File: config.mk
export PLATFORM = sky130hd
export DESIGN_NAME = swt_sleep_wake_timer_control
export DESIGN_NICKNAME = d
export VERILOG_FILES = /design/src/logic/swt_pkg.sv /design/src/logic/swt_sleep_wake_timer_control.sv /design/src/logic/swt_tick_prescaler.sv /design/src/logic/swt_interval_counter.sv
export SDC_FILE = /design/constraint.sdc
export NUM_CORES = 1
export LEC_CHECK = 0
export ABC_AREA = 1
export BUFFER_PORTS_ARGS = -buffer_cell sky130_fd_sc_hd__buf_2
export CAP_MARGIN = 20
export CORE_ASPECT_RATIO = 0.6
export CORE_UTILIZATION = 60
export CTS_BUF_LIST = sky130_fd_sc_hd__clkbuf_4 sky130_fd_sc_hd__clkbuf_8 sky130_fd_sc_hd__clkbuf_16
export CTS_CLUSTER_SIZE = 28
export DETAILED_ROUTE_END_ITERATION = 7
export GPL_ROUTABILITY_DRIVEN = 0
export PLACE_DENSITY = 0.78
export RECOVER_POWER = 100
export SYNTH_ARGS = -nofsm -noshare
export SYNTH_HDL_FRONTEND = slang
export SYNTH_HIERARCHICAL = 1
export SYNTH_SLANG_ARGS = --single-unit
File: constraint.sdc
create_clock -name core_clk -period 6.25 [get_ports core_clk]
set_input_delay 1.25 -clock core_clk [delete_from_list [all_inputs] [get_ports core_clk]]
set_output_delay 1.25 -clock core_clk [all_outputs]
set_load 0.05 [all_outputs]
File: src/logic/swt_pkg.sv
// constants, register map and carrier types of the sleep/wake timer control
`default_nettype none
package swt_pkg;
  localparam int unsigned CLK_PERIOD_NS  = 50;
  localparam int unsigned TICK_PERIOD_NS = 10_000_000;
  localparam int unsigned TICK_CYCLES    = TICK_PERIOD_NS / CLK_PERIOD_NS;

  localparam logic [7:0] RX_SLEEP_LOW_OFS  = 8'h46;
  localparam logic [7:0] RX_SLEEP_HIGH_OFS = 8'h47;
  localparam logic [7:0] RX_WAKE_OFS       = 8'h48;
  localparam logic [7:0] RX_EXT_OFS        = 8'h4C;
  localparam logic [7:0] TX_EXT_OFS        = 8'h4D;
  localparam logic [7:0] TX_SLEEP_LOW_OFS  = 8'h57;
  localparam logic [7:0] TX_SLEEP_HIGH_OFS = 8'h58;
  localparam logic [7:0] TX_WAKE_OFS       = 8'h59;
  localparam logic [7:0] RX_WAKE_SRC_OFS   = 8'h45;
  localparam logic [7:0] TX_MODE_OFS       = 8'h20;
  localparam logic [7:0] RX_MODE_OFS       = 8'h21;
  localparam logic [7:0] INT_STATUS_OFS    = 8'h22;
  localparam logic [7:0] INT_CONFIG_OFS    = 8'h23;

  localparam int unsigned RX_PD_BIT       = 7;
  localparam int unsigned TX_PD_BIT       = 6;
  localparam int unsigned TX_PIN_WAKE_BIT = 5;
  localparam int unsigned RX_TIMER_BIT    = 4;
  localparam int unsigned INT_WAKE_BIT    = 1;
  localparam int unsigned INT_POL_BIT     = 0;
  localparam logic [7:0]  REG_RESET       = 8'h00;

  typedef enum logic [2:0] {
    PH_ACTIVE      = 3'b000,
    PH_WAKE        = 3'b001,
    PH_LINKED      = 3'b010,
    PH_SEARCH      = 3'b011,
    PH_SLEEP_TIMER = 3'b100,
    PH_SLEEP_PIN   = 3'b101
  } swt_phase_type;

  typedef struct packed {
    logic [15:0] txSleepCount;
    logic [15:0] rxSleepCount;
    logic [7:0]  txWakeCount;
    logic [7:0]  rxWakeCount;
    logic [7:0]  txWakeExtension;
    logic [7:0]  rxWakeExtension;
    logic [7:0]  txModeReg;
    logic [7:0]  rxModeReg;
    logic [7:0]  rxWakeSources;
    logic [7:0]  intConfig;
  } swt_cfg_type;

  typedef struct packed {
    logic [15:0] count;
    logic        expired;
  } swt_cnt_state_type;

  typedef struct packed {
    swt_cfg_type   cfg;
    swt_phase_type phase;
    logic [3:0]    pinPrev;
    logic [7:0]    rdData;
    logic          irqOut;
    logic          powerDown;
    logic          linkSearch;
  } swt_core_type;

  // wake time with extension; 255*256 still fits 16 bits
  function automatic logic [15:0] swt_ext_time(input logic [7:0] cnt, input logic [7:0] ext);
    logic [16:0] prod;
    prod = {9'h000, cnt} * ({9'h000, ext} + 17'h00001);
    return prod[15:0];
  endfunction : swt_ext_time

  function automatic logic swt_is_sleep(input swt_phase_type ph);
    return (ph == PH_SLEEP_TIMER) || (ph == PH_SLEEP_PIN);
  endfunction : swt_is_sleep
endpackage : swt_pkg
`default_nettype wire

File: src/logic/swt_sleep_wake_timer_control.sv
// sleep/wake power-saving sequencer with its timer registers
`timescale 1ns/1ps
`default_nettype none
module swt_sleep_wake_timer_control
  import swt_pkg::*;
#(
  parameter bit          IS_RECEIVER   = 1'b0,
  parameter int unsigned TICK_CYCLES_P = TICK_CYCLES
)(
  input  wire logic       core_clk,
  input  wire logic       reset_n,
  input  wire logic [7:0] regAddr,
  input  wire logic [7:0] regWrData,
  input  wire logic       regWrite,
  input  wire logic       regRead,
  output logic      [7:0] regRdData,
  input  wire logic       linkUp,
  input  wire logic [3:0] digitalInputs,
  input  wire logic       txPinWake,
  output logic            powerDown,
  output logic            linkSearch,
  output logic            irqOut
);
  // ***********************************************************
  // effective settings of this unit
  // ***********************************************************
  swt_core_type  s, next_s;
  logic          tick;
  logic          expired;
  logic          load;
  logic [15:0]   loadValue;
  logic          pdBit;
  logic [7:0]    effWake;
  logic [7:0]    effExt;
  logic [15:0]   effSleep;
  logic [3:0]    pinNow;
  logic          pinChange;
  swt_phase_type sleepTarget;

  always_comb
  begin
    pdBit    = IS_RECEIVER ? s.cfg.rxModeReg[RX_PD_BIT] : s.cfg.txModeReg[TX_PD_BIT];
    effWake  = IS_RECEIVER ? s.cfg.rxWakeCount : s.cfg.txWakeCount;
    effExt   = IS_RECEIVER ? s.cfg.rxWakeExtension : s.cfg.txWakeExtension;
    effSleep = IS_RECEIVER ? s.cfg.rxSleepCount : s.cfg.txSleepCount;
    pinNow   = IS_RECEIVER ? digitalInputs : {3'b000, txPinWake};
    // receiver: each input gated by its enable, timer bit overrides
    if (IS_RECEIVER)
      pinChange = |((pinNow ^ s.pinPrev) & s.cfg.rxWakeSources[3:0])
                  && !s.cfg.rxWakeSources[RX_TIMER_BIT];
    else
      pinChange = (pinNow[0] ^ s.pinPrev[0]) && s.cfg.txModeReg[TX_PIN_WAKE_BIT];
    // configured sleep mode after any power-down entry
    if (IS_RECEIVER)
      sleepTarget = s.cfg.rxWakeSources[RX_TIMER_BIT] ? PH_SLEEP_TIMER : PH_SLEEP_PIN;
    else
      sleepTarget = s.cfg.txModeReg[TX_PIN_WAKE_BIT] ? PH_SLEEP_PIN : PH_SLEEP_TIMER;
  end

  // ***********************************************************
  // phase sequencer and register port
  // ***********************************************************
  always_comb
  begin
    next_s = s;
    load = 1'b0;
    loadValue = 16'h0000;
    next_s.pinPrev = pinNow;
    case (s.phase)
      PH_ACTIVE:
      begin
        if (linkUp)
          next_s.phase = PH_LINKED;
        else if (pdBit && (effWake != 8'h00))
        begin
          next_s.phase = sleepTarget;
          load = 1'b1;
          loadValue = effSleep;
        end
      end
      PH_WAKE:
      begin
        // the sleep timer is checked before any relink
        if (expired && (effWake != 8'h00))
        begin
          next_s.phase = sleepTarget;
          load = 1'b1;
          loadValue = effSleep;
        end
        else if (linkUp && !pdBit)
          next_s.phase = PH_LINKED;
      end
      PH_LINKED:
      begin
        if (!linkUp)
        begin
          // zero wake count disables automatic power down
          next_s.phase = (effWake != 8'h00) ? PH_SEARCH : PH_ACTIVE;
          load = 1'b1;
          loadValue = effSleep;
        end
        else if (pdBit && (effWake != 8'h00))
        begin
          next_s.phase = sleepTarget;
          load = 1'b1;
          loadValue = effSleep;
        end
        // linked with the bit cleared: stay here
      end
      PH_SEARCH:
      begin
        if (linkUp)
          next_s.phase = PH_LINKED;
        else if (expired && (effWake != 8'h00))
        begin
          next_s.phase = sleepTarget;
          load = 1'b1;
          loadValue = effSleep;
        end
        // wake count zeroed while searching: automatic power down is off
        else if (expired)
          next_s.phase = PH_ACTIVE;
      end
      PH_SLEEP_TIMER:
      begin
        if (expired)
        begin
          next_s.phase = PH_WAKE;
          load = 1'b1;
          loadValue = {8'h00, effWake};
        end
        else if (pinChange)
        begin
          next_s.phase = PH_WAKE;
          load = 1'b1;
          loadValue = swt_ext_time(effWake, effExt);
        end
      end
      PH_SLEEP_PIN:
      begin
        if (pinChange)
        begin
          next_s.phase = PH_WAKE;
          load = 1'b1;
          loadValue = swt_ext_time(effWake, effExt);
        end
      end
      default:
        next_s.phase = PH_ACTIVE;
    endcase

    if (regWrite)
    begin
      case (regAddr)
        RX_SLEEP_LOW_OFS:  next_s.cfg.rxSleepCount[7:0]  = regWrData;
        RX_SLEEP_HIGH_OFS: next_s.cfg.rxSleepCount[15:8] = regWrData;
        RX_WAKE_OFS:       next_s.cfg.rxWakeCount        = regWrData;
        RX_EXT_OFS:        next_s.cfg.rxWakeExtension    = regWrData;
        TX_EXT_OFS:        next_s.cfg.txWakeExtension    = regWrData;
        TX_SLEEP_LOW_OFS:  next_s.cfg.txSleepCount[7:0]  = regWrData;
        TX_SLEEP_HIGH_OFS: next_s.cfg.txSleepCount[15:8] = regWrData;
        TX_WAKE_OFS:       next_s.cfg.txWakeCount        = regWrData;
        RX_WAKE_SRC_OFS:   next_s.cfg.rxWakeSources      = {3'b000, regWrData[4:0]};
        TX_MODE_OFS:       next_s.cfg.txModeReg          = regWrData;
        RX_MODE_OFS:       next_s.cfg.rxModeReg          = regWrData;
        INT_CONFIG_OFS:    next_s.cfg.intConfig          = regWrData;
        default:           next_s.cfg = s.cfg;
      endcase
    end

    if (regRead)
    begin
      case (regAddr)
        RX_SLEEP_LOW_OFS:  next_s.rdData = s.cfg.rxSleepCount[7:0];
        RX_SLEEP_HIGH_OFS: next_s.rdData = s.cfg.rxSleepCount[15:8];
        RX_WAKE_OFS:       next_s.rdData = s.cfg.rxWakeCount;
        RX_EXT_OFS:        next_s.rdData = s.cfg.rxWakeExtension;
        TX_EXT_OFS:        next_s.rdData = s.cfg.txWakeExtension;
        TX_SLEEP_LOW_OFS:  next_s.rdData = s.cfg.txSleepCount[7:0];
        TX_SLEEP_HIGH_OFS: next_s.rdData = s.cfg.txSleepCount[15:8];
        TX_WAKE_OFS:       next_s.rdData = s.cfg.txWakeCount;
        RX_WAKE_SRC_OFS:   next_s.rdData = s.cfg.rxWakeSources;
        TX_MODE_OFS:       next_s.rdData = s.cfg.txModeReg;
        RX_MODE_OFS:       next_s.rdData = s.cfg.rxModeReg;
        INT_CONFIG_OFS:    next_s.rdData = s.cfg.intConfig;
        // no sticky flag: the bit is the live awake state
        INT_STATUS_OFS:    next_s.rdData = {6'b000000, !swt_is_sleep(s.phase), 1'b0};
        default:           next_s.rdData = 8'h00;
      endcase
    end

    next_s.powerDown  = swt_is_sleep(s.phase);
    next_s.linkSearch = (s.phase == PH_WAKE) || (s.phase == PH_SEARCH);
    // enabled: active level while awake, idle level while asleep
    if (s.cfg.intConfig[INT_WAKE_BIT] && !swt_is_sleep(s.phase))
      next_s.irqOut = s.cfg.intConfig[INT_POL_BIT];
    else
      next_s.irqOut = !s.cfg.intConfig[INT_POL_BIT];
  end

  always_ff @(posedge core_clk)
  begin
    if (!reset_n)
    begin
      s <= '0;
      s.cfg <= '0;
      s.irqOut <= 1'b1;
    end
    else
      s <= next_s;
  end

  // ***********************************************************
  // timers of this unit only, no peer synchronisation
  // ***********************************************************
  swt_tick_prescaler #(
    .TICK_CYCLES_P (TICK_CYCLES_P)
  ) u_prescaler (
    .core_clk (core_clk),
    .reset_n  (reset_n),
    .restart  (load),
    .tick     (tick)
  );

  swt_interval_counter u_interval (
    .core_clk  (core_clk),
    .reset_n   (reset_n),
    .load      (load),
    .loadValue (loadValue),
    .tick      (tick),
    .expired   (expired)
  );

  assign regRdData  = s.rdData;
  assign powerDown  = s.powerDown;
  assign linkSearch = s.linkSearch;
  assign irqOut     = s.irqOut;
endmodule : swt_sleep_wake_timer_control
`default_nettype wire

File: src/logic/swt_tick_prescaler.sv
// 10 ms tick generator from the core clock
`timescale 1ns/1ps
`default_nettype none
module swt_tick_prescaler
  import swt_pkg::*;
#(
  parameter int unsigned TICK_CYCLES_P = TICK_CYCLES
)(
  input  wire logic core_clk,
  input  wire logic reset_n,
  input  wire logic restart,
  output logic      tick
);
  localparam int unsigned W = $clog2(TICK_CYCLES_P + 1);
  typedef struct packed {
    logic [W-1:0] cnt;
    logic         tick;
  } swt_presc_state_type;
  swt_presc_state_type s, next_s;

  always_comb
  begin
    next_s = s;
    next_s.tick = 1'b0;
    // restart aligns the first tick to a phase change
    if (restart)
      next_s.cnt = '0;
    else if (s.cnt == W'(TICK_CYCLES_P - 1))
    begin
      next_s.cnt  = '0;
      next_s.tick = 1'b1;
    end
    else
      next_s.cnt = s.cnt + W'(1);
  end

  always_ff @(posedge core_clk)
  begin
    if (!reset_n)
      s <= '0;
    else
      s <= next_s;
  end

  assign tick = s.tick;
endmodule : swt_tick_prescaler
`default_nettype wire

File: src/logic/swt_interval_counter.sv
// reloadable down counter of 10 ms ticks for sleep and wake phases
`timescale 1ns/1ps
`default_nettype none
module swt_interval_counter
  import swt_pkg::*;
(
  input  wire logic        core_clk,
  input  wire logic        reset_n,
  input  wire logic        load,
  input  wire logic [15:0] loadValue,
  input  wire logic        tick,
  output logic             expired
);
  swt_cnt_state_type s, next_s;

  always_comb
  begin
    next_s = s;
    if (load)
    begin
      next_s.count   = loadValue;
      next_s.expired = 1'b0;
    end
    else if (tick && !s.expired)
    begin
      // a zero count expires on the first tick
      if (s.count <= 16'h0001)
        next_s.expired = 1'b1;
      next_s.count = (s.count == 16'h0000) ? 16'h0000 : s.count - 16'h0001;
    end
  end

  always_ff @(posedge core_clk)
  begin
    if (!reset_n)
      s <= '0;
    else
      s <= next_s;
  end

  assign expired = s.expired;
endmodule : swt_interval_counter
`default_nettype wire

Word-level counts from Yosys, hierarchy flattened
Cells that the tools add are included.
{"block": "classes", "add_sub_neg": 3, "mul": 1, "order_cmp": 1, "eq_ne": 21, "muxes": 36, "n_bitwise": 2, "reduce_logical": 32}
{"cell": "$mux W16", "n": 8}
{"cell": "$pmux W8 S13", "n": 1}
{"cell": "$pmux W16 S6", "n": 1}
{"cell": "$eq A8 B7 Y1 const B", "n": 9}
{"cell": "$mux W17", "n": 2}
{"cell": "$eq A8 B6 Y1 const B", "n": 4}
{"cell": "$mux W3", "n": 10}
{"cell": "$reduce_and A2 Y1", "n": 14}
{"cell": "$add A18 B1 Y18 const B", "n": 1}
{"cell": "$eq A18 B18 Y1 const B", "n": 1}
{"cell": "$pmux W3 S6", "n": 1}
{"cell": "$le A16 B1 Y1 const B", "n": 1}
{"cell": "$logic_not A16 Y1", "n": 1}
{"cell": "$mul A8 B9 Y16", "n": 1}
{"cell": "$sub A16 B1 Y16 const B", "n": 1}
{"cell": "$mux W1", "n": 11}
{"cell": "$add A8 B1 Y9 const B", "n": 1}
{"cell": "$reduce_bool A8 Y1", "n": 1}
{"cell": "$eq A3 B2 Y1 const B", "n": 2}
{"cell": "$eq A3 B3 Y1 const B", "n": 2}
{"cell": "$logic_and A1 B1 Y1", "n": 6}
{"cell": "$pmux W1 S6", "n": 1}
{"cell": "$logic_not A1 Y1", "n": 4}
{"cell": "$ne A4 B3 Y1 const B", "n": 1}
{"cell": "other kinds (10)", "n": 11}
{"block": "word_totals", "reg_bits": 144, "in_bits": 26}

Depth between registers and ports, before layout
{"block": "logic_depth", "depth_word": 6, "depth_mapped": 30}

By module
The synthesis kept the hierarchy.
{"module": "swt_sleep_wake_timer_control", "n_inst": 1, "cells_per_inst": 1145, "area_per_inst_um2": 7953.9}
{"module": "swt_interval_counter", "n_inst": 1, "cells_per_inst": 204, "area_per_inst_um2": 1211.2}
{"module": "swt_tick_prescaler", "n_inst": 1, "cells_per_inst": 142, "area_per_inst_um2": 1004.7}

Worst setup path before layout
Ideal clock, no wire load.
{"block": "synth_path", "path_kind": "reg2reg", "from": "reg s, in the netlist effExt[0]", "to": "reg u_interval/s[15] (netlist name)", "setup_ps": 70, "arrival_time_ps": 4554, "t_required_ps": 6180, "slack_ps": 1627, "stages_incl_launch_ff": 27, "n_path_buf": 1, "period_less_slack_ps": 4623, "cell_sequence": "dfxtp_1 -> buf_4 -> nand3_1 -> nor2_1 -> nand3_1 -> nor2_1 -> xor2_2 -> nor2_1 -> fa_1 -> fa_1 -> fa_1 -> inv_1 -> fa_1 -> inv_1 -> ha_1 -> a21oi_1 -> o21a_1 -> nand2_1 -> a21oi_1 -> inv_1 -> nand2_1 -> nand3_1 -> nand2_1 -> nand2_1 -> o21ai_0 -> inv_1 -> a21oi_1"}
{"block": "synth_via", "elab_chain_len": 6}
{"element": "start: declaration", "line": "swt_sleep_wake_timer_control.sv:27", "rtl": "swt_core_type s, next_s;"}
{"element": "start signal: assignment", "line": "swt_sleep_wake_timer_control.sv:210", "rtl": "s <= next_s;"}
{"element": "$add A8 B1 Y9 (*)", "line": "swt_pkg.sv:70", "rtl": "prod = {9'h000, cnt} * ({9'h000, ext} + 17'h00001);"}
{"element": "$mul A8 B9 Y16 (*)", "line": "swt_pkg.sv:70"}
{"element": "$mux W16 (*)", "line": "swt_sleep_wake_timer_control.sv:132, swt_sleep_wake_timer_control.sv:141"}
{"element": "$mux W16", "line": "swt_sleep_wake_timer_control.sv:126", "rtl": "if (expired)"}
{"element": "$pmux W16 S6 (*)", "line": "swt_sleep_wake_timer_control.sv:69", "rtl": "case (s.phase)"}
{"element": "via loadValue[14]", "line": "swt_sleep_wake_timer_control.sv:31", "rtl": "logic [15:0] loadValue;"}
{"element": "$mux W17 (*)", "line": "swt_interval_counter.sv:19", "rtl": "if (load)"}
{"element": "end signal: assignment", "line": "swt_interval_counter.sv:38", "rtl": "s <= next_s;"}
{"element": "end: declaration", "line": "swt_interval_counter.sv:14", "rtl": "swt_cnt_state_type s, next_s;"}
The timed path passes the listed nets; every way through them passes the cells marked *.
A chain may end at the register's enable or synchronous reset.

Final worst setup path
{"block": "layout_path", "from": "in reset_n", "to": "reg s[16] (netlist name)"}
{"element": "start: declaration", "line": "swt_sleep_wake_timer_control.sv:11", "rtl": "input wire logic reset_n,"}
No word-level cell between the ends.

==> impl_metrics.csv <==
group,metric,value,unit
status,outcome,"complete, but fails checks",
status,failed_checks,"max-capacitance violations, max-slew violations",
worst_setup_path,worst_ep_required_time,6.57,ns
sta,fin_crit,5.71,ns
worst_setup_path,reg2reg_from,"effExt[0]$_SDFFE_PN0P_",
power_and_ir_drop,power.switching,0.519,mW
power_and_ir_drop,p_int,1.58,mW
grt,grt_pass1_wl,44400,um
worst_setup_path,path_class,"in2reg",
cells_and_area,area_growth,6.78,%
sta,slew_headroom,-1.36,
min_path,min_path_cells,2,
cells_and_area,antennaDiodeCount,0,
worst_setup_path,rr_endpoint,"u_interval/s[16]$_SDFFE_PN0P_",
floorplan,dieWidth,170,um
logic_synthesis,synth_fp_nets,1598,
sta,rsz0062_at_grt,"false",
logic_synthesis,syn-instance-count,1491,
run,cap_violations,1,
logic_synthesis,seq_area_frac_synth,0.283,
power_and_ir_drop,cellLeakagePower,4.65,nW
worst_setup_path,ff2ff_setup_slack,0.86,ns
clock_tree,cts_inserted_buffers,17,
drt,drc,0,
sta,final_min_period_over_clock_period,0.914,
logic_synthesis,avgSynthCellArea,6.82,um2
drt,drt_iter0_markers,1253,
logic_synthesis,ys_ff_latch,144,
drt,ant_nets,0,
grt,first_global_vias,8720,
clock_tree,cts_setup_buffers,0,
sta,setup_viol,0,
power_and_ir_drop,power,2.09,mW
grt,grt_overflow_total,0,
worst_setup_path,rr_worst_depth,27,
floorplan,initial_core_util,0.620,
clock_tree,cts_tree,"built",
placement,dp_hpwl,19300,um
floorplan,std_cell_rows,36,
drt,viasPerCell,5.57,
min_path,hp-start,"s[93]$_SDFFE_PN0P_",
logic_synthesis,synth_top_area_cell,"dfxtp_1",
sta,fmax,0.175,GHz
clock_tree,ctsResizeCount,0,
drt,dr_total_vias,9589,
floorplan,dieHeight,103,um
power_and_ir_drop,seq_power_share,0.442,
drt,wl,27100,um
cells_and_area,stdcell_count,1722,
grt,antenna_found_initial,0,
logic_synthesis,syn_area,10200,um2
logic_synthesis,synth_top_area_frac,0.283,
clock_tree,root_buffer,"clkbuf_16",
clock_tree,clock_path_buffers,2,
logic_synthesis,synthTopCellsByArea,"dfxtp_1 (28%), nand2_1 (9.2%), inv_1 (8.9%)",
logic_synthesis,yosys.area_share.simple,0.291,
logic_synthesis,synthAdderAreaFrac,0.130,
floorplan,die_area,17500,um2
power_and_ir_drop,netSwitchingFraction,0.248,
power_and_ir_drop,pwr-share-comb,0.051,
floorplan,ios,37,
drt,detail_route.wl_per_cell,15.7,um
power_and_ir_drop,clock_power_share,0.507,
cells_and_area,fin_nets,1588,
drt,firstDrtPassIters,6,
worst_setup_path,arrival,6.03,ns
placement,numPortBuffers,32,
power_and_ir_drop,peakVddDrop,0.190,mV
logic_synthesis,async_reset_ff_frac,0,
logic_synthesis,synth_compound_area_frac,0.150,
worst_setup_path,worstPathMaxFanout,95,
cells_and_area,final_common_cell,"nand2_1",
placement,place_area,10300,um2
cells_and_area,final_cell_mix,"nand2_1 (249), inv_1 (240), nor2_1 (155)",
clock_tree,clock-sinks,144,
worst_setup_path,critPathLaunchType,"input port",
logic_synthesis,synth-xor-area-share,0.0154,
logic_synthesis,synth_top_flop_cell,"dfxtp_1",
power_and_ir_drop,p_per_area,193,nW/um2
grt,grt_max_degree,96,
sta,skew,0.0141,ns
sta,worst_pin_slew,3.54,ns
grt,grt_usage,0.328,
cells_and_area,layout-drive-gt1-share,0.0964,
logic_synthesis,ys_types,45,
logic_synthesis,synth_top_family_by_area,"simple AND/OR/NAND/NOR gates",
min_path,hp-class,"reg2reg",
sta,finalMaxSlewViolations,96,
logic_synthesis,yosys_warnings,6,
placement,dp.cells,1690,
sta,tns,0,ns
clock_tree,clk_latency,0.43,ns
cells_and_area,final_cell_area,10900,um2
clock_tree,path_clk_slew,0.06,ns
logic_synthesis,synthMuxAreaShare,0,
clock_tree,htree_levels,4,
sta,finalHoldViolCount,0,
floorplan,coreArea,16400,um2
worst_setup_path,endpoint_kind,"register",
logic_synthesis,synth_edf_count,0,
min_path,hold-path-endpoint,"s[93]$_SDFFE_PN0P_",
clock_tree,hold_buffers,0,
-- state kept, by name, indices dropped and copies added, names as in the netlist, 8 cells and up --
name and cells:
effWake 8, effExt 8, u_interval/s 16, regRdData 8
s 64, effSleep 16, u_prescaler/s 18
-- cells by family after synthesis --
kind of cell / after synthesis
AO/OA/AOI/OAI: 294
XOR/XNOR: 17
AND/OR/NAND/NOR: 635
buffers and inverters: 320
flip-flops: 144
adder cells (fa/ha/maj): 81
-- cells in the mapped netlist (2+ instances only) --
| cell | number |
|---|---|
| a21oi_1 | 144 |
| a32oi_1 | 2 |
| buf_1 | 3 |
| buf_2 | 20 |
| buf_4 | 12 |
| buf_6 | 3 |
| clkbuf_1 | 22 |
| dfxtp_1 | 144 |
| fa_1 | 41 |
| ha_1 | 40 |
| inv_1 | 240 |
| inv_2 | 15 |
| inv_4 | 2 |
| nand2_1 | 248 |
| nand2_2 | 21 |
| nand3_1 | 139 |
| nand3_2 | 7 |
| nand4_1 | 9 |
| nand4_2 | 2 |
| nand4_4 | 3 |
| nor2_1 | 155 |
| nor2_2 | 19 |
| nor2_4 | 14 |
| nor3_1 | 9 |
| o211ai_1 | 3 |
| o21a_1 | 3 |
| o21ai_0 | 124 |
| o21ai_1 | 13 |
| o21bai_1 | 2 |
| or2_1 | 2 |
| or2_2 | 2 |
| xnor2_1 | 3 |
| xor2_1 | 13 |
-- final cells by class --
type | instances | area (um2)
Multi-Input combinational cell | 1027 | 5950
Tap cell | 228 | 285
Timing Repair Buffer | 33 | 150
Clock inverter | 12 | 148
Sequential cell | 144 | 2880
Clock buffer | 20 | 467
Inverter | 258 | 973
Fill cell | 1472 | 5540
-- worst max-delay path, cell delays in order --
cell and delay, ns:
buf_2 0.07, clkbuf_1 2.46, clkinv_1 1.74, a21oi_1 0.45
-- how the worst max path moves through the flow --
stage	to	startpoint	slack (ns)
after floorplan	u_interval/s[15]$_SDFFE_PN0P_	effExt[0]$_SDFFE_PN0P_	1.63
final	s[16]$_SDFFE_PN0P_	reset_n	0.54
after detailed placement	u_interval/s[13]$_SDFFE_PN0P_	effExt[0]$_SDFFE_PN0P_	0.99
after global placement	u_interval/s[15]$_SDFFE_PN0P_	effExt[0]$_SDFFE_PN0P_	1.03
after global routing	regRdData[3]$_SDFFE_PN0P_	reset_n	0.22
after CTS	u_interval/s[16]$_SDFFE_PN0P_	effExt[0]$_SDFFE_PN0P_	0.96
-- power by group through the flow --
stage	sequential (mW)	combinational, mW	clock, mW
floorplan	0.945	0.0750	0
global placement	0.946	0.0995	0
detailed placement	0.946	0.102	0
CTS	0.925	0.103	1.06
global route	0.925	0.116	1.11
finish	0.925	0.107	1.06
-- layer usage --
layer	vias up	share of wire	GRT usage
met5	-	0	0
met1	4465	0.49	0.485
li1	4710	-	-
met3	36	0.081	0.0626
met2	378	0.42	0.490
met4	0	0.013	0.0832
-- through the flow --
step | setup WS, ns | util | hold slack (ns)
CTS | 0.960 | 0.664 | 0.447
floorplan | 1.63 | - | 0.424
global placement | 1.03 | 0.626 | 0.433
finish | 0.539 | 0.662 | 0.444
detailed placement | 0.989 | 0.626 | 0.438
global route | 0.225 | 0.662 | 0.468
No activity file was read; power rests on OpenSTA's default activity.
